**src/design/osd_pkg.sv**
```systemverilog
// shared constants and types for the overlay output and origin block
package osd_pkg;
  // ==========================================
  // origin register
  localparam logic [3:0] ORIGIN_ADDR  = 4'h1;
  localparam logic [7:0] ORIGIN_RESET = 8'h00;
  localparam int         FIELD_W      = 4;
  localparam int         ORG_H_LSB    = 0;
  localparam int         ORG_V_LSB    = 4;
  // ==========================================
  // timing
  localparam int CLK_PERIOD_NS = 100;
  localparam int HSTART_NS     = 4250;
  localparam int DOT_NS        = 250;
  // least times, so round up
  localparam int HSTART_CYC    = (HSTART_NS + CLK_PERIOD_NS - 1) / CLK_PERIOD_NS;
  localparam int DOT_CYC       = (DOT_NS + CLK_PERIOD_NS - 1) / CLK_PERIOD_NS;
  localparam int VSTART_LINES  = 17;
  localparam int LINE_W        = 9;
  localparam int DOTS_PER_CHAR = 10;
  localparam int CHAR_COLS     = 19;
  localparam int SCREEN_ROWS   = 12;
  localparam int ROW_WORDS     = 15;
  localparam int AREA_LINES    = ROW_WORDS * SCREEN_ROWS;
  // ==========================================
  // pattern rom layout
  localparam logic [3:0] CTRL_SLOT    = 4'hf;
  localparam int         TRIM_SEL_BIT = 15;
  localparam int         PLAIN_MSB    = 9;
  localparam int         TRIM_PAT_MSB = 14;
  localparam int         TRIM_MSB     = 9;
  localparam int         HSIZE_LSB    = 13;
  localparam int         VSIZE_LSB    = 11;
  localparam int         HPOS_LSB     = 7;
  localparam int         VPOS_LSB     = 3;
  localparam int         COLOUR_LSB   = 0;
  localparam int         COLOUR_W     = 3;
  localparam int         RED_BIT      = 2;
  localparam int         GREEN_BIT    = 1;
  localparam int         BLUE_BIT     = 0;
  // carriage return: nibble 0100 then 0000
  localparam logic [7:0] CR_CODE      = 8'h40;

  typedef enum {h_idle, h_wait, h_draw} h_state_type;
endpackage : osd_pkg

```
**src/design/dot_link_if.sv**
```systemverilog
// link between the line timer and the dot serialiser
`timescale 1ns/1ps
interface dot_link_if;
  logic        load;
  logic [15:0] row;
  logic [2:0]  colour;
  logic        char_end;
  logic [2:0]  pix_rgb;
  logic        pix_trim;
  modport src  (output load, row, colour, input char_end, pix_rgb, pix_trim);
  modport sink (input load, row, colour, output char_end, pix_rgb, pix_trim);
endinterface : dot_link_if

```
**src/design/sync_edge.sv**
```systemverilog
// trailing edge finder for an active-low sync input
`timescale 1ns/1ps
module sync_edge (
  input  wire logic i_ref_clk,
  input  wire logic i_reset,
  input  wire logic i_sync_n,
  output logic      o_trail
);
  logic prev;
  logic next_prev;

  always_comb begin
    next_prev = i_sync_n;
  end

  always_ff @(posedge i_ref_clk) begin
    if (i_reset) begin
      prev <= 1'b1;
    end else begin
      prev <= next_prev;
    end
  end

  // trailing edge of a low pulse is the rise
  assign o_trail = i_sync_n & ~prev;
endmodule : sync_edge

```
**src/design/dot_serializer.sv**
```systemverilog
// turns one pattern row word into a run of ten coloured dots
`timescale 1ns/1ps
module dot_serializer (
  input wire logic i_ref_clk,
  input wire logic i_reset,
  dot_link_if.sink link
);
  import osd_pkg::*;
  localparam int char_cycles = DOTS_PER_CHAR * DOT_CYC;

  logic [15:0] row, next_row;
  logic [2:0]  colour, next_colour;
  logic [3:0]  dot, next_dot;
  logic [1:0]  phase, next_phase;
  logic        busy, next_busy;
  logic        trimmed, dot_on, trim_on;

  // ==========================================
  // dot stepping
  always_comb begin
    next_row    = row;
    next_colour = colour;
    next_dot    = dot;
    next_phase  = phase;
    next_busy   = busy;
    if (link.load) begin
      next_row    = link.row;
      next_colour = link.colour;
      next_dot    = 4'h0;
      next_phase  = 2'h0;
      next_busy   = 1'b1;
    end else if (busy) begin
      if (phase == 2'(DOT_CYC - 1)) begin
        next_phase = 2'h0;
        if (dot == 4'(DOTS_PER_CHAR - 1)) begin
          next_busy = 1'b0;
        end else begin
          next_dot = dot + 4'h1;
        end
      end else begin
        next_phase = phase + 2'h1;
      end
    end
  end

  always_ff @(posedge i_ref_clk) begin
    if (i_reset) begin
      row    <= 16'h0000;
      colour <= 3'h0;
      dot    <= 4'h0;
      phase  <= 2'h0;
      busy   <= 1'b0;
    end else begin
      row    <= next_row;
      colour <= next_colour;
      dot    <= next_dot;
      phase  <= next_phase;
      busy   <= next_busy;
    end
  end

  // ==========================================
  // pixel decode
  assign trimmed = row[TRIM_SEL_BIT];
  // trimmed rows carry 5 pattern bits, each shown as two dots
  assign dot_on  = trimmed ? row[4'(TRIM_PAT_MSB) - (dot >> 1)]
                           : row[4'(PLAIN_MSB) - dot];
  assign trim_on = trimmed & row[4'(TRIM_MSB) - dot];
  assign link.pix_rgb  = (busy & dot_on) ? colour : 3'h0;
  assign link.pix_trim = busy & trim_on;
  assign link.char_end = busy & (phase == 2'(DOT_CYC - 1))
                       & (dot == 4'(DOTS_PER_CHAR - 1));

  logic [7:0] since_load;
  always_ff @(posedge i_ref_clk) begin
    if (i_reset) begin
      since_load <= 8'h00;
    end else begin
      since_load <= link.load ? 8'h00 : since_load + 8'h01;
    end
  end
endmodule : dot_serializer

```
**src/design/osd_output_and_origin.sv**
```systemverilog
// overlay origin timing, origin register and rgb / blanking outputs
`timescale 1ns/1ps
// Functional notes
// - red, green, blue, blanking are push-pull outputs, high when active
// - blanking asserts wherever the broadcast picture is replaced by overlay
// - untrimmed: blanking equals OR of red, green, blue, dot for dot
// - trimmed: blanking forms an outline around the dots from trim bits
// - 8-bit origin register, vertical and horizontal nibbles, port address 01
// - sixteen origin settings each way move the whole overlay
// - horizontal start 4.25 us after hsync trailing edge plus 250 ns per unit; rounded up to 43 and 3 cycles of 100 ns, so 4.3 us plus 300 ns per unit
// - vertical start 17 lines after vsync trailing edge plus one per unit
// - first hsync after vsync rise is counted as line one
// - carriage return code is nibbles 0100 then 0000 ending a line
// - colour bit 2 drives red, bit 1 green, bit 0 blue
// - pattern rows at offsets 0 to e, control word at offset f
// - row msb selects plain ten-dot or trimmed five-bit doubled rows
// - control word field positions: sizes, positions, colour in bits 2-0; only the colour field is decoded
module osd_output_and_origin (
  input  wire logic        i_ref_clk,
  input  wire logic        i_reset,
  input  wire logic        i_hsync_n,
  input  wire logic        i_vsync_n,
  input  wire logic        i_display_enable_flag,
  input  wire logic [3:0]  i_periph_addr,
  input  wire logic [7:0]  i_periph_wdata,
  input  wire logic        i_periph_write,
  input  wire logic        i_periph_read,
  output logic      [7:0]  o_periph_rdata,
  input  wire logic [7:0]  i_char_code,
  input  wire logic [15:0] i_rom_row_data,
  input  wire logic [15:0] i_rom_ctrl_data,
  output logic      [4:0]  o_char_col,
  output logic      [3:0]  o_char_row,
  output logic      [11:0] o_rom_row_addr,
  output logic      [11:0] o_rom_ctrl_addr,
  output logic             o_red,
  output logic             o_green,
  output logic             o_blue,
  output logic             o_blank,
  output logic             o_vsync_low_flag
);
  import osd_pkg::*;

  dot_link_if link ();

  logic                 hs_trail, vs_trail;
  logic [7:0]           origin, next_origin;
  logic [7:0]           next_rdata;
  logic [LINE_W-1:0]    line, next_line;
  logic                 in_area, next_in_area;
  logic [3:0]           row_line, next_row_line;
  logic [3:0]           next_char_row;
  logic [4:0]           next_char_col;
  h_state_type          h_state, next_h_state;
  logic [7:0]           h_cnt, next_h_cnt;
  logic [7:0]           start_cyc;
  logic [LINE_W-1:0]    vstart;
  logic                 en;
  logic                 next_red, next_green, next_blue, next_blank;

  // ==========================================
  // sync edges and dot serialiser
  sync_edge hs_edge (
    .i_ref_clk (i_ref_clk),
    .i_reset   (i_reset),
    .i_sync_n  (i_hsync_n),
    .o_trail   (hs_trail)
  );

  sync_edge vs_edge (
    .i_ref_clk (i_ref_clk),
    .i_reset   (i_reset),
    .i_sync_n  (i_vsync_n),
    .o_trail   (vs_trail)
  );

  dot_serializer serial (
    .i_ref_clk (i_ref_clk),
    .i_reset   (i_reset),
    .link      (link.sink)
  );

  assign en = i_display_enable_flag;

  // whole-screen shift from the two origin nibbles
  assign start_cyc = 8'(HSTART_CYC)
                   + origin[ORG_H_LSB +: FIELD_W] * 8'(DOT_CYC);
  assign vstart    = LINE_W'(VSTART_LINES)
                   + LINE_W'(origin[ORG_V_LSB +: FIELD_W]);

  // ==========================================
  // origin register on the peripheral port
  always_comb begin
    next_origin = origin;
    next_rdata  = o_periph_rdata;
    // write is taken whenever strobed; software keeps display off meanwhile
    if (i_periph_write && i_periph_addr == ORIGIN_ADDR) begin
      next_origin = i_periph_wdata;
    end
    if (i_periph_read) begin
      next_rdata = (i_periph_addr == ORIGIN_ADDR) ? origin : 8'h00;
    end
  end

  always_ff @(posedge i_ref_clk) begin
    if (i_reset) begin
      origin         <= ORIGIN_RESET;
      o_periph_rdata <= 8'h00;
    end else begin
      origin         <= next_origin;
      o_periph_rdata <= next_rdata;
    end
  end

  // ==========================================
  // vertical line counting
  always_comb begin
    next_line     = line;
    next_in_area  = in_area;
    next_row_line = row_line;
    next_char_row = o_char_row;
    if (vs_trail) begin
      next_line    = '0;
      next_in_area = 1'b0;
    end else if (hs_trail) begin
      // first hsync after the vsync rise becomes line one
      next_line = (line == '1) ? line : line + 1'b1;
      if (next_line == vstart) begin
        next_in_area  = 1'b1;
        next_row_line = 4'h0;
        next_char_row = 4'h0;
      end else if (in_area) begin
        if (next_line == vstart + LINE_W'(AREA_LINES)) begin
          next_in_area = 1'b0;
        end else if (row_line == 4'(ROW_WORDS - 1)) begin
          next_row_line = 4'h0;
          next_char_row = o_char_row + 4'h1;
        end else begin
          next_row_line = row_line + 4'h1;
        end
      end
    end
  end

  always_ff @(posedge i_ref_clk) begin
    if (i_reset) begin
      line       <= '0;
      in_area    <= 1'b0;
      row_line   <= 4'h0;
      o_char_row <= 4'h0;
    end else begin
      line       <= next_line;
      in_area    <= next_in_area;
      row_line   <= next_row_line;
      o_char_row <= next_char_row;
    end
  end

  // ==========================================
  // horizontal start and character loading
  always_comb begin
    next_h_state  = h_state;
    next_h_cnt    = h_cnt;
    next_char_col = o_char_col;
    link.load     = 1'b0;
    link.row      = i_rom_row_data;
    link.colour   = i_rom_ctrl_data[COLOUR_LSB +: COLOUR_W];
    if (!en) begin
      next_h_state = h_idle;
    end else if (hs_trail) begin
      next_h_state  = next_in_area ? h_wait : h_idle;
      next_h_cnt    = 8'h00;
      next_char_col = 5'h00;
    end else begin
      case (h_state)
        h_wait: begin
          if (h_cnt == start_cyc - 8'h01) begin
            next_h_state = h_draw;
          end else begin
            next_h_cnt = h_cnt + 8'h01;
          end
        end
        h_draw: begin
        end
        default: begin
        end
      endcase
      if ((h_state == h_wait && h_cnt == start_cyc - 8'h01)
          || (h_state == h_draw && link.char_end)) begin
        // a carriage return or the last column ends the line
        if (o_char_col == 5'(CHAR_COLS) || i_char_code == CR_CODE) begin
          next_h_state = h_idle;
        end else begin
          link.load     = 1'b1;
          next_char_col = o_char_col + 5'h01;
        end
      end
    end
  end

  always_ff @(posedge i_ref_clk) begin
    if (i_reset) begin
      h_state    <= h_idle;
      h_cnt      <= 8'h00;
      o_char_col <= 5'h00;
    end else begin
      h_state    <= next_h_state;
      h_cnt      <= next_h_cnt;
      o_char_col <= next_char_col;
    end
  end

  // ==========================================
  // rom addressing and pin outputs
  always_comb begin
    // dots come out as push-pull high-active levels
    next_red   = en & link.pix_rgb[RED_BIT];
    next_green = en & link.pix_rgb[GREEN_BIT];
    next_blue  = en & link.pix_rgb[BLUE_BIT];
    // blanking is the colour OR, widened by trimming dots
    next_blank = en & ((|link.pix_rgb) | link.pix_trim);
  end

  always_ff @(posedge i_ref_clk) begin
    if (i_reset) begin
      o_red            <= 1'b0;
      o_green          <= 1'b0;
      o_blue           <= 1'b0;
      o_blank          <= 1'b0;
      o_vsync_low_flag <= 1'b0;
      o_rom_row_addr   <= 12'h000;
      o_rom_ctrl_addr  <= 12'h000;
    end else begin
      o_red            <= next_red;
      o_green          <= next_green;
      o_blue           <= next_blue;
      o_blank          <= next_blank;
      o_vsync_low_flag <= ~i_vsync_n;
      o_rom_row_addr   <= {i_char_code, row_line};
      o_rom_ctrl_addr  <= {i_char_code, CTRL_SLOT};
    end
  end

  logic [7:0] since_hs;
  always_ff @(posedge i_ref_clk) begin
    if (i_reset) begin
      since_hs <= 8'h00;
    end else if (hs_trail) begin
      since_hs <= 8'h01;
    end else if (since_hs != 8'hff) begin
      since_hs <= since_hs + 8'h01;
    end
  end

  // pending from a vsync rise until the first hsync after it
  logic first_pend;
  always_ff @(posedge i_ref_clk) begin
    if (i_reset) begin
      first_pend <= 1'b0;
    end else if (vs_trail) begin
      first_pend <= 1'b1;
    end else if (hs_trail) begin
      first_pend <= 1'b0;
    end
  end
endmodule : osd_output_and_origin

```
**config.mk**
```make
export PLATFORM = sky130hd
export DESIGN_NAME = osd_output_and_origin
export DESIGN_NICKNAME = d
export VERILOG_FILES = /design/src/design/osd_pkg.sv /design/src/design/dot_link_if.sv /design/src/design/sync_edge.sv /design/src/design/dot_serializer.sv /design/src/design/osd_output_and_origin.sv
export SDC_FILE = /design/constraint.sdc
export NUM_CORES = 1
export LEC_CHECK = 0
export ABC_CLOCK_PERIOD_IN_PS = 7790
export BUFFER_PORTS_ARGS = -buffer_cell sky130_fd_sc_hd__buf_2
export CAP_MARGIN = 20
export CORE_MARGIN = 3
export CORE_UTILIZATION = 50
export CTS_CLUSTER_DIAMETER = 120
export CTS_CLUSTER_SIZE = 30
export DETAILED_ROUTE_END_ITERATION = 16
export MAX_ROUTING_LAYER = met4
export PLACE_DENSITY = 0.73
export SKIP_LAST_GASP = 1
export SYNTH_ARGS = -nofsm -noshare
export SYNTH_HDL_FRONTEND = slang
export SYNTH_SLANG_ARGS = --single-unit
```
**constraint.sdc**
```tcl
create_clock -name i_ref_clk -period 7.79 [get_ports i_ref_clk]
set_clock_uncertainty 0.2 [all_clocks]
set_input_delay 0.779 -clock i_ref_clk [delete_from_list [all_inputs] [get_ports i_ref_clk]]
set_output_delay 0.779 -clock i_ref_clk [all_outputs]
set_load 0.01 [all_outputs]
```
After elaboration in Yosys (flattened, before gate mapping):

Index checks and enable logic that the tools add are counted.

* flip-flop bits (word level): 136
* bits in latches: 0
* memory bits (writable): 0
* memory bits (read-only): 0
* bits of input ports: 59
* word-level logic and storage cells: 135
* memories kept: 0

* add/subtract/negate cells: 13
* multipliers: 1
* div/mod/pow operators: 0
* $lt $le $gt $ge: 2
* equal/unequal tests: 16
* shifts and indexed selects: 0
* multiplexer cells: 43
* bitwise gates (word level): 18
* reductions and logical operators: 18

Operator list (count)
* two-way mux 32 bit: 5
* two-way mux 4 bit: 9
* == test 32 x 1 -> 1 bit (second input constant): 1
* == test 32 x 2 -> 1 bit (second input constant): 1
* == test 32 x 3 -> 1 bit (second input constant): 1
* two-way mux 8 bit: 4
* two-way mux 1 bit: 17
* two-way mux 5 bit: 3
* adder 4 x 1 -> 4 bit (second input constant): 3
* AND 1 bit: 11
* < comparator 4 x 5 -> 1 bit (second input constant): 2
* adder 6 x 8 -> 9 bit (second input constant): 1
* adder 9 x 1 -> 9 bit (second input constant): 1
* == test 9 x 6 -> 1 bit: 1
* == test 9 bit: 1
* == test 9 bit (second input constant): 1
* two-way mux 9 bit: 1
* AND reduction 3 bit: 3
* adder 8 x 1 -> 8 bit (second input constant): 1
* binary-select mux 1 bit (select 4 bit): 2
* == test 4 bit (second input constant): 2
* == test 8 x 7 -> 1 bit (second input constant): 1
* == test 8 bit: 1
* nonzero test 2 bit: 4
* other kinds (23): 34

Logic depth before layout (Yosys ltp):

* depth after elaboration: 10
* mapped depth: 15
* gate-level depth less buffers: 13

By module:

A second synthesis with hierarchy kept.

* cell total of the unflattened synthesis: 636
* area, all modules: 5829.3 µm²

By module, submodules not included
* osd_output_and_origin: instances 1, cells an instance 472, area each 4337.9 µm², sequential area each 1941.9 µm²
* dot_serializer: instances 1, cells an instance 158, area each 1426.4 µm², sequential area each 520.5 µm²
* sync_edge: instances 2, cells an instance 3, area each 32.5 µm², sequential area each 20.0 µm²

Worst setup path before layout:

OpenSTA, ideal clock, no wires.

* kind: register to register
* start: register origin[2]
* end: register serial.row[3]
* setup time: 71 ps
* data arrival time: 3162 ps
* data required time: 7519 ps
* path slack: 4357 ps
* stages on the path, launching flop included: 13
* buffers on the path: 2
* clock period less this slack: 3433 ps
* cell sequence: dfxtp_1 > ha_1 > ha_1 > fa_1 > ha_1 > or3_1 > a2111o_1 > nor3_2 > o211a_1 > buf_2 > buf_2 > nand2_1 > a21oi_1

* cells in the longest elaborated chain, start to end: 9

Ends and longest elaborated chain
* from (decl): RTL line osd_output_and_origin.sv:47 `logic [7:0] origin, next_origin;`
* from (signal assigned): RTL line osd_output_and_origin.sv:110 `origin <= next_origin;`
* multiplier 4 x 2 -> 6 bit: RTL line osd_output_and_origin.sv:87 `+ origin[ORG_H_LSB +: FIELD_W] * 8'(DOT_CYC);`
* adder 6 x 6 -> 7 bit: RTL line osd_output_and_origin.sv:87
* subtractor 7 x 1 -> 8 bit: RTL line osd_output_and_origin.sv:188 `if ((h_state == h_wait && h_cnt == start_cyc - 8'h01)`
* == test 8 bit: RTL line osd_output_and_origin.sv:188
* logical AND 1 bit: RTL line osd_output_and_origin.sv:188
* logical OR 1 bit: RTL line osd_output_and_origin.sv:189 `|| (h_state == h_draw && link.char_end)) begin`
* two-way mux 1 bit: RTL line osd_output_and_origin.sv:188
* two-way mux 1 bit: RTL line osd_output_and_origin.sv:170 `end else if (hs_trail) begin`
* two-way mux 1 bit: RTL line osd_output_and_origin.sv:168 `if (!en) begin`
* to (signal assigned): RTL line dot_serializer.sv:54 `row <= next_row;`
* to (decl): RTL line dot_serializer.sv:11 `logic [15:0] row, next_row;`

Every way passes these cells.
A chain may end at the register's enable or synchronous reset.

Worst setup path in the final report:

* start: register origin[2]
* end: register o_char_col[3]

* cells in the longest elaborated chain, start to end: 8

Ends and longest elaborated chain
* multiplier 4 x 2 -> 6 bit: RTL line osd_output_and_origin.sv:87
* adder 6 x 6 -> 7 bit: RTL line osd_output_and_origin.sv:87
* subtractor 7 x 1 -> 8 bit: RTL line osd_output_and_origin.sv:188
* == test 8 bit: RTL line osd_output_and_origin.sv:188
* logical AND 1 bit: RTL line osd_output_and_origin.sv:188
* logical OR 1 bit: RTL line osd_output_and_origin.sv:189
* nonzero test 2 bit (no source line)
* AND reduction 3 bit (no source line)
* to (signal assigned): RTL line osd_output_and_origin.sv:209 `o_char_col <= next_char_col;`
* to (decl): RTL line osd_output_and_origin.sv:32 `output logic [4:0] o_char_col,`

Every way passes these cells.

==> flow_metrics.py <==
metrics = {
    "logic_synthesis": {
        "syn-instance-count": 651,
        "async_reset_ff_frac": 0,
        "yosys_most_used_dff": "dfxtp_1",
        "number_of_enable_type_register_cells_in_the_synthesized_netlist": 0,
        "synth_sequential_area_ratio": 0.426,
        "synth_seq_cells": 125,
        "post_synth_instance_area_um2": 5880,
        "yosys_warnings": 0,
        "ys_types": 65,
        "synth.net_count": 730,
        "syn_avg_cell_area_um2": 9.03,
    },
    "clock_tree": {
        "clk_path_buf_depth": 2,
        "clock_tree.htree_level_count": 4,
        "cts-buffers-inserted": 17,
        "clkTransAtPathRegs_ns": 0.06,
        "clock-root-buffer": "clkbuf_16",
        "tritoncts": "yes",
        "cts_hold_repair.buffers": 0,
        "cts_post_setup_buffers_inserted": 0,
        "tritoncts_num_sinks": 125,
        "postCtsResizedCells": 0,
        "clk_latency_ns": 0.42,
    },
    "routing": {
        "finalWirelength_um": 12600,
        "first_iter_violations": 333,
        "ant_nets": 0,
        "viasPerCell": 5.46,
        "via_count": 4762,
        "drc": 0,
        "routed_wire_length_per_instance_um": 14.4,
        "drt_pre_antenna_iters": 5,
    },
    "floorplan": {
        "rows": 38,
        "die_y_um": 114,
        "io-pin-count": 105,
        "fp.dieArea_um2": 13100,
        "floorplan.initialDensity": 0.526,
        "die_x_um": 114,
        "core_area_um2": 11200,
    },
    "power": {
        "power.switching_fraction": 0.200,
        "share_comb_of_total_power": 0.033,
        "power.share.sequential": 0.403,
        "power.static_leakage_nw": 2.99,
        "power-per-cell-area_nw_per_um2": 231,
        "ir_drop_mv": 0.207,
        "totalPowerFinal_mw": 1.61,
        "power.clock.fraction": 0.564,
        "total_switching_power_uw": 321,
        "internal-power_mw": 1.29,
    },
    "timing": {
        "slew_viol_final": 0,
        "setup_total_negative_slack_ns": 0,
        "timing_hold_violations_final": 0,
        "finalWorstPathRequiredPeriod_ns": 4.12,
        "rsz0062_at_grt": "false",
        "max_slew_margin": 0.401,
        "min_period_over_period": 0.529,
        "timing.final.setup_violations": 0,
        "timing_limited_maximum_frequency_mhz": 243,
        "worst-slew-pin-transition_ns": 0.898,
    },
    "cells_and_area": {
        "final.fill_count": 918,
        "nets": 798,
        "multiInputGateArea_um2": 3060,
        "drive_above_1_share": 0.199,
        "ff_latch_area_um2": 2500,
        "num_antenna_cells": 0,
        "layout_overhead_on_the_synthesized_area_pct": 18.6,
    },
    "critical_path": {
        "crit_path_required_time_ns": 7.92,
        "path_max_fanout": 30,
        "critical_path.startpoint_type": "register",
        "timing.critical_path.arrival_ns": 4.25,
        "critical_path.endpoint_type": "register",
        "worst_setup_path_class": "register to register",
    },
    "job": {
        "reported_max_cap_violation_count": 0,
    },
    "outcome": {
        "run_status": "complete, no violations",
    },
    "grt": {
        "grt_remaining_overflow": 0,
        "grt_pass1_wl_um": 21500,
        "grt.total_usage": 0.208,
        "initial_antenna_violation_count": 0,
        "largest_net_degree_at_the_start_of_global_routing": 72,
        "grt_pass1_vias": 4628,
    },
    "placement": {
        "port-buffer-count": 91,
        "routability_cong": 0.853,
        "place.detailed.hpwl_um": 8820,
    },
    "hold_path": {
        "hp-class": "register to register",
    },
}
[power groups by stage]
stage / Sequential (mW) / Combinational (mW) / Clock, mW
floorplan: 0.664 / 0.0297 / 0
global placement: 0.662 / 0.0513 / 0
detailed placement: 0.662 / 0.0526 / 0
CTS: 0.648 / 0.0530 / 0.919
global route: 0.649 / 0.0592 / 0.953
finish: 0.648 / 0.0526 / 0.907
[synth_stat cells, drive strengths merged (13+ instances only)]
library cell | count | share of area
dfxtp | 125 | 0.43
a21oi | 57 | 0.049
xnor2 | 20 | 0.030
buf | 23 | 0.028
clkbuf | 22 | 0.014
nor2b | 22 | 0.023
mux2i | 13 | 0.022
nand3 | 13 | 0.011
inv | 18 | 0.011
o21ai | 18 | 0.015
ha | 19 | 0.040
nor2 | 43 | 0.027
and2 | 40 | 0.043
nand2 | 69 | 0.044
nor3 | 16 | 0.014
[final timing paths]
path,depth (start not counted),to,slack (ns),startpoint
worst min-delay path,1,h_state[22]$_SDFF_PP0_,0.26,h_state[22]$_SDFF_PP0_
worst max-delay path,10,o_char_col[3]$_SDFFE_PP0P_,3.67,origin[2]$_SDFFE_PP0P_
worst min register to register,1,h_state[22]$_SDFF_PP0_,0.26,h_state[22]$_SDFF_PP0_
worst max register to register,10,o_char_col[3]$_SDFFE_PP0P_,3.67,origin[2]$_SDFFE_PP0P_
[cells in the final DEF, fill, tap and decap left out, types with 4 or more instances in the layout]
master	n
and3_1	11
clkbuf_16	17
nand4_1	9
buf_2	91
nor2b_1	22
nor3_1	15
nand2_1	69
and4_1	4
xnor2_1	20
a21boi_0	6
nand3_1	13
a31oi_1	4
ha_1	19
bufinv_16	6
nor4_1	10
mux4_2	7
inv_1	17
dfxtp_1	125
nand2b_1	5
mux2i_1	13
a21oi_1	57
nor2_1	43
xor2_1	10
clkinv_4	5
or3_1	5
a211oi_1	5
o211ai_1	4
o21ai_0	18
and2_1	40
[kinds of logic after synthesis]
| kind of cell | count (synthesis) | synth area share |
|---|---|---|
| compound gates | 124 | 0.135 |
| mux | 23 | 0.0560 |
| xor+xnor | 31 | 0.0475 |
| buf+inv | 63 | 0.0534 |
| fa+ha+maj | 20 | 0.0438 |
| flops | 125 | 0.426 |
| simple gates | 265 | 0.239 |
[sequential cells by signal (all words and copies together) (netlist names), 2 cells and up]
signal / count
origin: 8
h_state: 32
h_cnt: 8
o_rom_row_addr: 12
line: 9
serial.row: 16
row_line: 4
o_periph_rdata: 8
serial.colour: 3
o_char_col: 5
o_char_row: 4
serial.phase: 2
serial.dot: 4
[routing by layer]
layer | vias to the layer above | share of wire | track usage
met5 | - | 0 | -
met2 | 120 | 0.47 | 0.329
met1 | 2230 | 0.46 | 0.259
li1 | 2404 | - | -
met4 | 0 | 0.0098 | 0.0681
met3 | 8 | 0.055 | 0.0560
[worst max-delay path, cell delays in order (launching register included)]
cell and delay (ns):
dfxtp_1 0.41, ha_1 0.27, ha_1 0.24, fa_1 0.37, ha_1 0.20, or3_1 0.34, a2111o_1 0.47, nor3_2 0.36
o211a_1 0.81, o21ai_0 0.23, o21ai_0 0.14
[stage by stage]
stage	utilization	cell area, um^2	setup slack (ns)	hold WS, ns	std cells
floorplan	-	5880	4.36	0.229	651
global placement	0.562	6280	3.85	0.242	840
detailed placement	0.562	6280	3.71	0.245	840
CTS	0.624	6970	3.65	0.264	872
global route	0.624	6970	3.38	0.274	872
finish	0.624	6970	3.67	0.258	872
[final cells by class]
type                    instances  share of cell area
multi-input cells             463               0.439
flip-flops and latches        125               0.359
repair buffers                 94              0.0685
clock buffers                  20              0.0655
clock inverters                12              0.0334
well taps                     140              0.0251
inverters                      18             0.00969
Note: power is estimated with default switching activity, not from simulation.
